File: src/hdl/dpot_consts.vh
// constants for the potentiometer serial register engine
`ifndef DPOT_CONSTS_VH
`define DPOT_CONSTS_VH
`define DPOT_ID_PREFIX 4'ha
`define DPOT_ADDR_LAST 4'h8
`define DPOT_ADDR_GP_FIRST 4'h4
`define DPOT_ADDR_GP_LAST 4'h6
`define DPOT_ADDR_RSVD 4'h7
`define DPOT_ADDR_ACR 4'h8
`define DPOT_ACR_VOL 7
`define DPOT_ACR_SHDN 6
`define DPOT_ACR_WIP 5
`define DPOT_ACR_RESET 8'h40
`define DPOT_WIPER_RESET 8'h40
`define DPOT_NV_RESET 8'h40
`define DPOT_CLK_MHZ 125
`define DPOT_NVW_MS 20
`define DPOT_NVW_CYCLES (`DPOT_NVW_MS * 1000 * `DPOT_CLK_MHZ)
`define DPOT_PUP_CYCLES 16
`endif

File: src/hdl/dpot_i2c_regs.v
// serial target engine and register file of a quad digital potentiometer
`timescale 1ns/1ps
`include "dpot_consts.vh"
// Overview of operation
// - data changes only while clock low; high-clock changes mean start or stop
// - data line released after power-up until a response is due
// - watch for start (data falls, clock high); ignore bus until then
// - start conditions ignored while power-up sequence runs
// - every transfer ends with stop; stop returns engine to standby
// - transmitter releases after eight bits; receiver pulls low on ninth
// - acknowledge valid id byte, address byte and each written data byte
// - id byte is 1010, three pin bits, then read/write bit
// - write is start, id, address, data, stop, each byte acknowledged
// - extra write bytes go to next address; pointer wraps 8 to 0
// - non-volatile write starts only at stop; lasts up to 20 ms
// - read is id(0), address, repeated start, id(1), all acknowledged
// - keep sending while controller acknowledges; it ends with stop
// - read pointer starts at address, advances per byte, wraps 8 to 0
// - volatile select bit picks wipers or initial stores for 0..3
// - wiper writes with volatile select 1, and access control writes, refused while pending flag set
// - with volatile select 0, stores are copied into matching wiper
// - 4..6 general purpose non-volatile, 7 reserved, 8 access control
module dpot_i2c_regs
#(
    parameter NVW_CYCLES = `DPOT_NVW_CYCLES
)
(
    input wire MCLK,
    input wire RST,
    input wire SCL_IN,
    input wire SDA_IN,
    output wire SDA_OUT,
    output wire SDA_OE_N,
    input wire ADDR_PIN_BIT2,
    input wire ADDR_PIN_BIT1,
    input wire ADDR_PIN_BIT0,
    output reg [31:0] WIPER_OUT,
    output reg SHDN_BIT_OUT,
    output reg NV_WRITE_PENDING_FLAG,
    output reg VOLATILE_SELECT_BIT,
    output reg NV_COMMIT_PULSE
);
    localparam S_IDLE = 6'b000001;
    localparam S_ID = 6'b000010;
    localparam S_ADDR = 6'b000100;
    localparam S_WDATA = 6'b001000;
    localparam S_RDATA = 6'b010000;
    localparam S_RACK = 6'b100000;

    // pins pass three flops; a change counts when stages two and three agree
    reg [2:0] scl_sync_ff;
    reg [2:0] sda_sync_ff;
    reg scl_ff;
    reg sda_ff;
    reg [4:0] pup_cnt_ff;
    reg pup_done_ff;
    reg [5:0] state_ff;
    reg [3:0] bit_cnt_ff;
    reg [7:0] shift_ff;
    reg ack_phase_ff;
    reg drive_low_ff;
    reg [3:0] ptr_ff;
    reg rd_mode_ff;
    reg nv_dirty_ff;
    reg [31:0] nv_cnt_ff;
    reg [7:0] wiper_ff [0:3];
    reg [7:0] store_ff [0:6];
    reg [7:0] acr_ctl_ff;
    // two-entry write buffer between the serial side and the register file
    reg [11:0] buf_data_ff [0:1];
    reg buf_wr_ff;
    reg buf_rd_ff;
    reg [1:0] buf_cnt_ff;
    wire buf_in_valid;
    wire buf_in_ready;
    wire buf_out_valid;
    wire buf_out_ready;
    wire [11:0] buf_out_data;
    wire scl_rise;
    wire scl_fall;
    wire start_det;
    wire stop_det;
    wire id_match;
    reg [7:0] rd_byte;
    integer i;

    function [3:0] dpot_next_ptr;
        input [3:0] p;
        begin
            dpot_next_ptr = (p >= `DPOT_ADDR_LAST) ? 4'h0 : p + 4'h1;
        end
    endfunction

    assign scl_rise = (scl_sync_ff[2] == scl_sync_ff[1]) && scl_sync_ff[1] && !scl_ff;
    assign scl_fall = (scl_sync_ff[2] == scl_sync_ff[1]) && !scl_sync_ff[1] && scl_ff;
    assign start_det = scl_ff && (sda_sync_ff[2] == sda_sync_ff[1]) && !sda_sync_ff[1]
        && sda_ff && pup_done_ff;
    assign stop_det = scl_ff && (sda_sync_ff[2] == sda_sync_ff[1]) && sda_sync_ff[1]
        && !sda_ff;
    assign id_match = (shift_ff[7:4] == `DPOT_ID_PREFIX)
        && (shift_ff[3:1] == {ADDR_PIN_BIT2, ADDR_PIN_BIT1, ADDR_PIN_BIT0});
    // open drain: only ever pull low, enable active low
    assign SDA_OUT = 1'b0;
    assign SDA_OE_N = !drive_low_ff;

    always @*
    begin
        rd_byte = 8'h00;
        if (ptr_ff < `DPOT_ADDR_GP_FIRST)
        begin
            if (acr_ctl_ff[`DPOT_ACR_VOL])
                rd_byte = wiper_ff[ptr_ff[1:0]];
            else
                rd_byte = store_ff[ptr_ff[2:0]];
        end
        else if (ptr_ff <= `DPOT_ADDR_GP_LAST)
            rd_byte = store_ff[ptr_ff[2:0]];
        else if (ptr_ff == `DPOT_ADDR_ACR)
            rd_byte = {acr_ctl_ff[7:6], NV_WRITE_PENDING_FLAG, 5'h00};
    end

    // synchronisers and power-up hold-off
    always @(posedge MCLK or posedge RST)
    begin
        if (RST)
        begin
            scl_sync_ff <= 3'h7;
            sda_sync_ff <= 3'h7;
            scl_ff <= 1'b1;
            sda_ff <= 1'b1;
            pup_cnt_ff <= 5'h00;
            pup_done_ff <= 1'b0;
        end
        else
        begin
            scl_sync_ff <= {scl_sync_ff[1:0], SCL_IN};
            sda_sync_ff <= {sda_sync_ff[1:0], SDA_IN};
            if (scl_sync_ff[2] == scl_sync_ff[1])
                scl_ff <= scl_sync_ff[1];
            if (sda_sync_ff[2] == sda_sync_ff[1])
                sda_ff <= sda_sync_ff[1];
            if (!pup_done_ff)
            begin
                pup_cnt_ff <= pup_cnt_ff + 5'h01;
                if (pup_cnt_ff == `DPOT_PUP_CYCLES - 1)
                    pup_done_ff <= 1'b1;
            end
        end
    end

    // buffer push happens on the ack of a received data byte
    assign buf_in_valid = (state_ff == S_WDATA) && scl_fall && (bit_cnt_ff == 4'h8)
        && !ack_phase_ff;
    assign buf_in_ready = (buf_cnt_ff != 2'h2);
    assign buf_out_valid = (buf_cnt_ff != 2'h0);
    // register file drains one word a cycle
    assign buf_out_ready = 1'b1;
    assign buf_out_data = buf_data_ff[buf_rd_ff];

    // serial engine
    always @(posedge MCLK or posedge RST)
    begin
        if (RST)
        begin
            state_ff <= S_IDLE;
            bit_cnt_ff <= 4'h0;
            shift_ff <= 8'h00;
            ack_phase_ff <= 1'b0;
            drive_low_ff <= 1'b0;
            ptr_ff <= 4'h0;
            rd_mode_ff <= 1'b0;
        end
        else if (start_det)
        begin
            state_ff <= S_ID;
            bit_cnt_ff <= 4'h0;
            ack_phase_ff <= 1'b0;
            drive_low_ff <= 1'b0;
        end
        else if (stop_det)
        begin
            state_ff <= S_IDLE;
            drive_low_ff <= 1'b0;
        end
        else
        begin
            case (state_ff)
                S_IDLE:
                begin
                    drive_low_ff <= 1'b0;
                end
                S_ID, S_ADDR, S_WDATA:
                begin
                    if (scl_rise && !ack_phase_ff)
                    begin
                        shift_ff <= {shift_ff[6:0], sda_ff};
                        bit_cnt_ff <= bit_cnt_ff + 4'h1;
                    end
                    else if (scl_fall && ack_phase_ff)
                    begin
                        // ninth clock over: release and go on
                        ack_phase_ff <= 1'b0;
                        drive_low_ff <= 1'b0;
                        bit_cnt_ff <= 4'h0;
                        if (state_ff == S_ID)
                        begin
                            state_ff <= rd_mode_ff ? S_RDATA : S_ADDR;
                            if (rd_mode_ff)
                                drive_low_ff <= !rd_byte[7];
                            shift_ff <= rd_byte;
                        end
                        else if (state_ff == S_ADDR)
                            state_ff <= S_WDATA;
                    end
                    else if (scl_fall && bit_cnt_ff == 4'h8)
                    begin
                        if (state_ff == S_ID && !id_match)
                            state_ff <= S_IDLE;
                        else if (state_ff == S_WDATA && !buf_in_ready)
                            state_ff <= S_IDLE;
                        else
                        begin
                            ack_phase_ff <= 1'b1;
                            drive_low_ff <= 1'b1;
                            if (state_ff == S_ID)
                                rd_mode_ff <= shift_ff[0];
                            else if (state_ff == S_ADDR)
                                ptr_ff <= (shift_ff[3:0] > `DPOT_ADDR_LAST) ? 4'h0
                                    : shift_ff[3:0];
                            else
                                ptr_ff <= dpot_next_ptr(ptr_ff);
                        end
                    end
                end
                S_RDATA:
                begin
                    if (scl_fall)
                    begin
                        if (bit_cnt_ff == 4'h7)
                        begin
                            drive_low_ff <= 1'b0;
                            state_ff <= S_RACK;
                            ptr_ff <= dpot_next_ptr(ptr_ff);
                        end
                        else
                        begin
                            drive_low_ff <= !shift_ff[6];
                            shift_ff <= {shift_ff[6:0], 1'b0};
                            bit_cnt_ff <= bit_cnt_ff + 4'h1;
                        end
                    end
                end
                S_RACK:
                begin
                    if (scl_rise)
                    begin
                        // on ack stay here; the falling edge below loads the next byte
                        if (sda_ff)
                            state_ff <= S_IDLE;
                    end
                end
                default:
                begin
                    state_ff <= S_IDLE;
                end
            endcase
            if (state_ff == S_RACK && scl_fall)
            begin
                state_ff <= S_RDATA;
                bit_cnt_ff <= 4'h0;
                shift_ff <= rd_byte;
                drive_low_ff <= !rd_byte[7];
            end
        end
    end

    // buffer pointers; count changes by push minus pop
    always @(posedge MCLK or posedge RST)
    begin
        if (RST)
        begin
            buf_wr_ff <= 1'b0;
            buf_rd_ff <= 1'b0;
            buf_cnt_ff <= 2'h0;
            buf_data_ff[0] <= 12'h000;
            buf_data_ff[1] <= 12'h000;
        end
        else
        begin
            if (buf_in_valid && buf_in_ready)
            begin
                buf_data_ff[buf_wr_ff] <= {ptr_ff, shift_ff};
                buf_wr_ff <= !buf_wr_ff;
            end
            if (buf_out_valid && buf_out_ready)
                buf_rd_ff <= !buf_rd_ff;
            buf_cnt_ff <= buf_cnt_ff + {1'b0, buf_in_valid && buf_in_ready}
                - {1'b0, buf_out_valid && buf_out_ready};
        end
    end

    // register file and non-volatile timer
    always @(posedge MCLK or posedge RST)
    begin
        if (RST)
        begin
            for (i = 0; i < 4; i = i + 1)
                wiper_ff[i] <= `DPOT_WIPER_RESET;
            for (i = 0; i < 7; i = i + 1)
                store_ff[i] <= `DPOT_NV_RESET;
            acr_ctl_ff <= `DPOT_ACR_RESET;
            nv_dirty_ff <= 1'b0;
            nv_cnt_ff <= 32'h00000000;
            NV_WRITE_PENDING_FLAG <= 1'b0;
            NV_COMMIT_PULSE <= 1'b0;
        end
        else
        begin
            NV_COMMIT_PULSE <= 1'b0;
            if (buf_out_valid && buf_out_ready)
            begin
                if (buf_out_data[11:8] < `DPOT_ADDR_GP_FIRST)
                begin
                    if (acr_ctl_ff[`DPOT_ACR_VOL])
                    begin
                        if (!NV_WRITE_PENDING_FLAG)
                            wiper_ff[buf_out_data[9:8]] <= buf_out_data[7:0];
                    end
                    else
                    begin
                        store_ff[buf_out_data[10:8]] <= buf_out_data[7:0];
                        wiper_ff[buf_out_data[9:8]] <= buf_out_data[7:0];
                        nv_dirty_ff <= 1'b1;
                    end
                end
                else if (buf_out_data[11:8] <= `DPOT_ADDR_GP_LAST)
                begin
                    store_ff[buf_out_data[10:8]] <= buf_out_data[7:0];
                    nv_dirty_ff <= 1'b1;
                end
                else if (buf_out_data[11:8] == `DPOT_ADDR_ACR && !NV_WRITE_PENDING_FLAG)
                    acr_ctl_ff <= {buf_out_data[7:6], 6'h00};
            end
            if (stop_det && nv_dirty_ff)
            begin
                nv_dirty_ff <= 1'b0;
                NV_WRITE_PENDING_FLAG <= 1'b1;
                NV_COMMIT_PULSE <= 1'b1;
                nv_cnt_ff <= NVW_CYCLES - 1;
            end
            else if (NV_WRITE_PENDING_FLAG)
            begin
                if (nv_cnt_ff == 32'h00000000)
                    NV_WRITE_PENDING_FLAG <= 1'b0;
                else
                    nv_cnt_ff <= nv_cnt_ff - 32'h00000001;
            end
        end
    end

    always @(posedge MCLK or posedge RST)
    begin
        if (RST)
        begin
            WIPER_OUT <= {4{`DPOT_WIPER_RESET}};
            SHDN_BIT_OUT <= 1'b1;
            VOLATILE_SELECT_BIT <= 1'b0;
        end
        else
        begin
            WIPER_OUT <= {wiper_ff[3], wiper_ff[2], wiper_ff[1], wiper_ff[0]};
            SHDN_BIT_OUT <= acr_ctl_ff[`DPOT_ACR_SHDN];
            VOLATILE_SELECT_BIT <= acr_ctl_ff[`DPOT_ACR_VOL];
        end
    end
endmodule

File: config.mk
export PLATFORM = sky130hd
export DESIGN_NAME = dpot_i2c_regs
export DESIGN_NICKNAME = d
export VERILOG_FILES = /design/src/hdl/dpot_i2c_regs.v
export VERILOG_INCLUDE_DIRS = /design/src /design/src/hdl
export SDC_FILE = /design/constraint.sdc
export NUM_CORES = 1
export LEC_CHECK = 0
export ABC_AREA = 1
export BUFFER_PORTS_ARGS = -buffer_cell sky130_fd_sc_hd__buf_4
export CAP_MARGIN = 25
export CELL_PAD_IN_SITES_DETAIL_PLACEMENT = 1
export CELL_PAD_IN_SITES_GLOBAL_PLACEMENT = 2
export CORE_MARGIN = 2
export CORE_UTILIZATION = 35
export CTS_BUF_LIST = sky130_fd_sc_hd__clkbuf_4
export CTS_CLUSTER_SIZE = 30
export DETAILED_ROUTE_END_ITERATION = 6
export PLACE_DENSITY_LB_ADDON = 0.1
export SYNTH_ARGS = -nofsm -noshare
export SYNTH_HDL_FRONTEND = slang
export SYNTH_SLANG_ARGS = --single-unit
File: constraint.sdc
create_clock -name MCLK -period 8.84 [get_ports MCLK]
set_input_delay 0.442 -clock MCLK [delete_from_list [all_inputs] [get_ports MCLK]]
set_output_delay 0.442 -clock MCLK [all_outputs]
set_load 0.01 [all_outputs]
==> impl_metrics.ini <==
[clock_tree]
clockBufferDepth = 3
htreeDepth = 3
cts_buffers = 69
clock_sinks = 226
cts_tree = done
cts_resized = 0
cts_setup_buffers = 0
clock_latency_ps = 710
cts_root_buf = clkbuf_4
clk_pin_slew_ps = 60
cts-hold-fix-buffers = 3

[placed_design]
dp_hpwl_mm = 21.6
numPortBuffers = 43
dpl.cell_count = 1692
place_congestion = 0.790

[global_routing]
grt_max_degree = 93
antenna_found_initial = 1
overflow = 0
grt.total_usage_pct = 21.1
grt_pass1_wl_mm = 51.6
grt_pass1_vias = 9448

[outcome]
status = completed

[job]
cap_violations = 0

[logic_synthesis]
syn-mean-instance-area_um2 = 8.23
ys.flop_type = dfrtp_1
synthArstFlopShare_pct = 100
synth-xor-area-share_pct = 1.23
ys_ff_latch = 226
synth_top_family_by_area = simple AND/OR/NAND/NOR gates
synthAdderAreaFrac_pct = 1.06
yosysSeqAreaShare_pct = 53.5
synth_cell_type_count = 43
netlist_area_um2 = 10600
synth_compound_area_share_pct = 12.4
ys.warnings.count = 0
syn_inst = 1293
synth_nets = 1309
yosys.area_share.simple_pct = 25.3
muxShareOfSynthArea_pct = 0
synth_enable_flop_cells = 0

[route]
ant_nets = 0
wirelength_mm = 31.7
route.detailed.drc = 0
vias = 8993
first_iter_violations = 473
post_drt_wl_per_cell_um = 17.4
routed_via_density = 4.94
dr.pass1.iters = 5

[worst_setup_path]
worstPathArrival_ps = 4370
end_kind = flip-flop
slowest_stage = clkinv_1
cp_top_family = simple AND/OR/NAND/NOR gates
cpPeakStageDelay_ps = 970
cp_num_buf_inv = 2
crit_fanout = 28
cp_data_required_time_ps = 9430
cp_cell_sequence = nand2_1 > nor2_1 > inv_2 > nor2_1 > clkinv_1 > nand2_1 > o21ai_0 > o21ai_0
startpoint_type = flip-flop
critical_path_class = reg2reg

[final_layout]
fin_util_pct = 41.1
syn_to_final_growth_pct = 15.0
final_cell_count_no_fill = 1822
drive_above_1_share_pct = 15.7
finalNetCount = 1394

[floorplan]
die_area_um2 = 31800
io-pin-count = 45
coreArea_um2 = 29800
rows = 63
die-height_um = 178
die_w_um = 178
start_util_pct = 35.7

[timing]
slew_viol_final = 0
hold_viol_final = 0
tightest_slew_ps = 952
worst_clock_skew_ps = 50.5
setup_viol = 0
post-route-min-period_ps = 3770
rsz0062_at_grt = false
max_slew_margin_pct = 36.2
clock.fmax_ghz = 0.265
hold_slack_ps = 357
tns_ps = 0
period_share_pct = 42.7

[power_and_ir_drop]
peakVddDrop_mv = 0.0837
power_density_nw_per_um2 = 221
power_leakage_nw = 6.22

[hold_path]
hold_class = reg2reg
power breakdown:
part	switching, W	internal, W	leakage (nW)
logic	0.000388	0.000147	2.63
clock network	0.000476	0.000574	0.541
registers	0.0000447	0.00107	3.04
total	0.000909	0.00179	6.22
final timing paths:
path / cells after the start / slack, ps / end / from
max: 8 / 5070 / nv_cnt_ff[21]$_DFFE_PP0P_ / sda_sync_ff[1]$_DFF_PP1_
min: 0 / 360 / scl_sync_ff[1]$_DFF_PP1_ / scl_sync_ff[0]$_DFF_PP1_
max reg2reg: 8 / 5070 / nv_cnt_ff[21]$_DFFE_PP0P_ / sda_sync_ff[1]$_DFF_PP1_
min reg2reg: 0 / 360 / scl_sync_ff[1]$_DFF_PP1_ / scl_sync_ff[0]$_DFF_PP1_
max in group asynchronous: 4 / 7060 / ptr_ff[3]$_DFFE_PP0P_ / RST
min in group asynchronous: 3 / 420 / nv_cnt_ff[25]$_DFFE_PP0P_ / RST
logic make-up (layout without fill, tap and decap cells):
group,Yosys count,in the layout
and+or+nand+nor,643,643
AOI/OAI and AO/OA,235,235
DFF,226,226
buffers and inverters,164,302
xor gates and xnor gates,15,15
adders and majority gates,9,9
other,1,2
layer usage:
| metal | vias up | global-route usage, % | part of all wire (%) |
|---|---|---|---|
| li1 | 4429 | - | - |
| met1 | 4368 | 29.3 | 49 |
| met2 | 149 | 33.0 | 45 |
| met3 | 47 | 3.73 | 3.4 |
| met4 | 0 | 7.45 | 2.1 |
| met5 | - | 0 | 0 |
registers in the layout, summed over array words and instances, names as in the netlist, 2 cells and up:
signal and flops:
WIPER_OUT 32, pup_cnt_ff 5, buf_data_ff 24, sda_sync_ff 3, scl_sync_ff 3, nv_cnt_ff 32, ptr_ff 4, bit_cnt_ff 4
acr_ctl_ff 2, wiper_ff 32, store_ff 56, shift_ff 8, state_ff 6, buf_cnt_ff 2
worst register-to-register path, delay by kind of cell, from the launching register on:
family                 cells  cell delay, ps
AND/OR/NAND/NOR            4            1710
flip-flops                 1             540
buffers and inverters      2            1150
AO/OA/AOI/OAI              2             270
cell type report:
cell class | instances | area [um2]
timing repair buffer | 53 | 433
fill | 3614 | 17600
clock inverter | 18 | 96.3
multi-input combinational | 903 | 4260
clock buffer | 106 | 796
inverter | 125 | 477
antenna | 1 | 2.50
tap | 390 | 488
sequential | 226 | 5690
through the flow:
step           setup WS (ps)  cell area [um2]  power, W
4_1_cts                 4930            12200   0.00275
6_report                5070            12200   0.00270
3_3_place_gp            5080            11300   0.00166
3_5_place_dp            4960            11300   0.00167
5_1_grt                 4450            12200   0.00288
2_1_floorplan           2250            10600   0.00147
placed cells by master, fill, tap and decap left out, types with 13 or more instances in the layout:
cell type and n:
nand2_1 350, dfrtp_1 200, nor2_1 142, inv_1 115, o21ai_0 108, clkbuf_4 106
nand3_1 89, o21ai_1 50, buf_4 48, a21oi_1 30, dfstp_2 26, nand4_1 22
clkinv_1 17, nor3_1 14, o211ai_1 14, xor2_1 13
Yosys cell counts (3+ instances only):
library cell  count  share of area [%]
nand2_2           5               0.29
nor3_1           14               0.66
nand2_1         350                 12
inv_1           116                4.1
nand3_1          89                4.2
nand4_1          22                1.3
o31ai_1           6               0.42
nand2_4           4               0.42
or2_1             3               0.18
or2_2             5               0.29
inv_2             4               0.14
ha_1              9                1.1
dfrtp_1         200                 47
o211ai_1         14               0.99
nor2_1          142                5.0
o21ai_0         108                5.1
dfstp_2          26                6.4
buf_6             8               0.85
clkbuf_1         17               0.60
nor2_2            4               0.24
o21ai_2          11               0.91
xor2_1           13                1.1
a31oi_1           4               0.24
buf_2            11               0.52
o2111ai_1         3               0.25
o21ai_1          50                2.4
clkinv_1          5               0.18
a21oi_1          30                1.4
(Power assumes the default switching activity.)
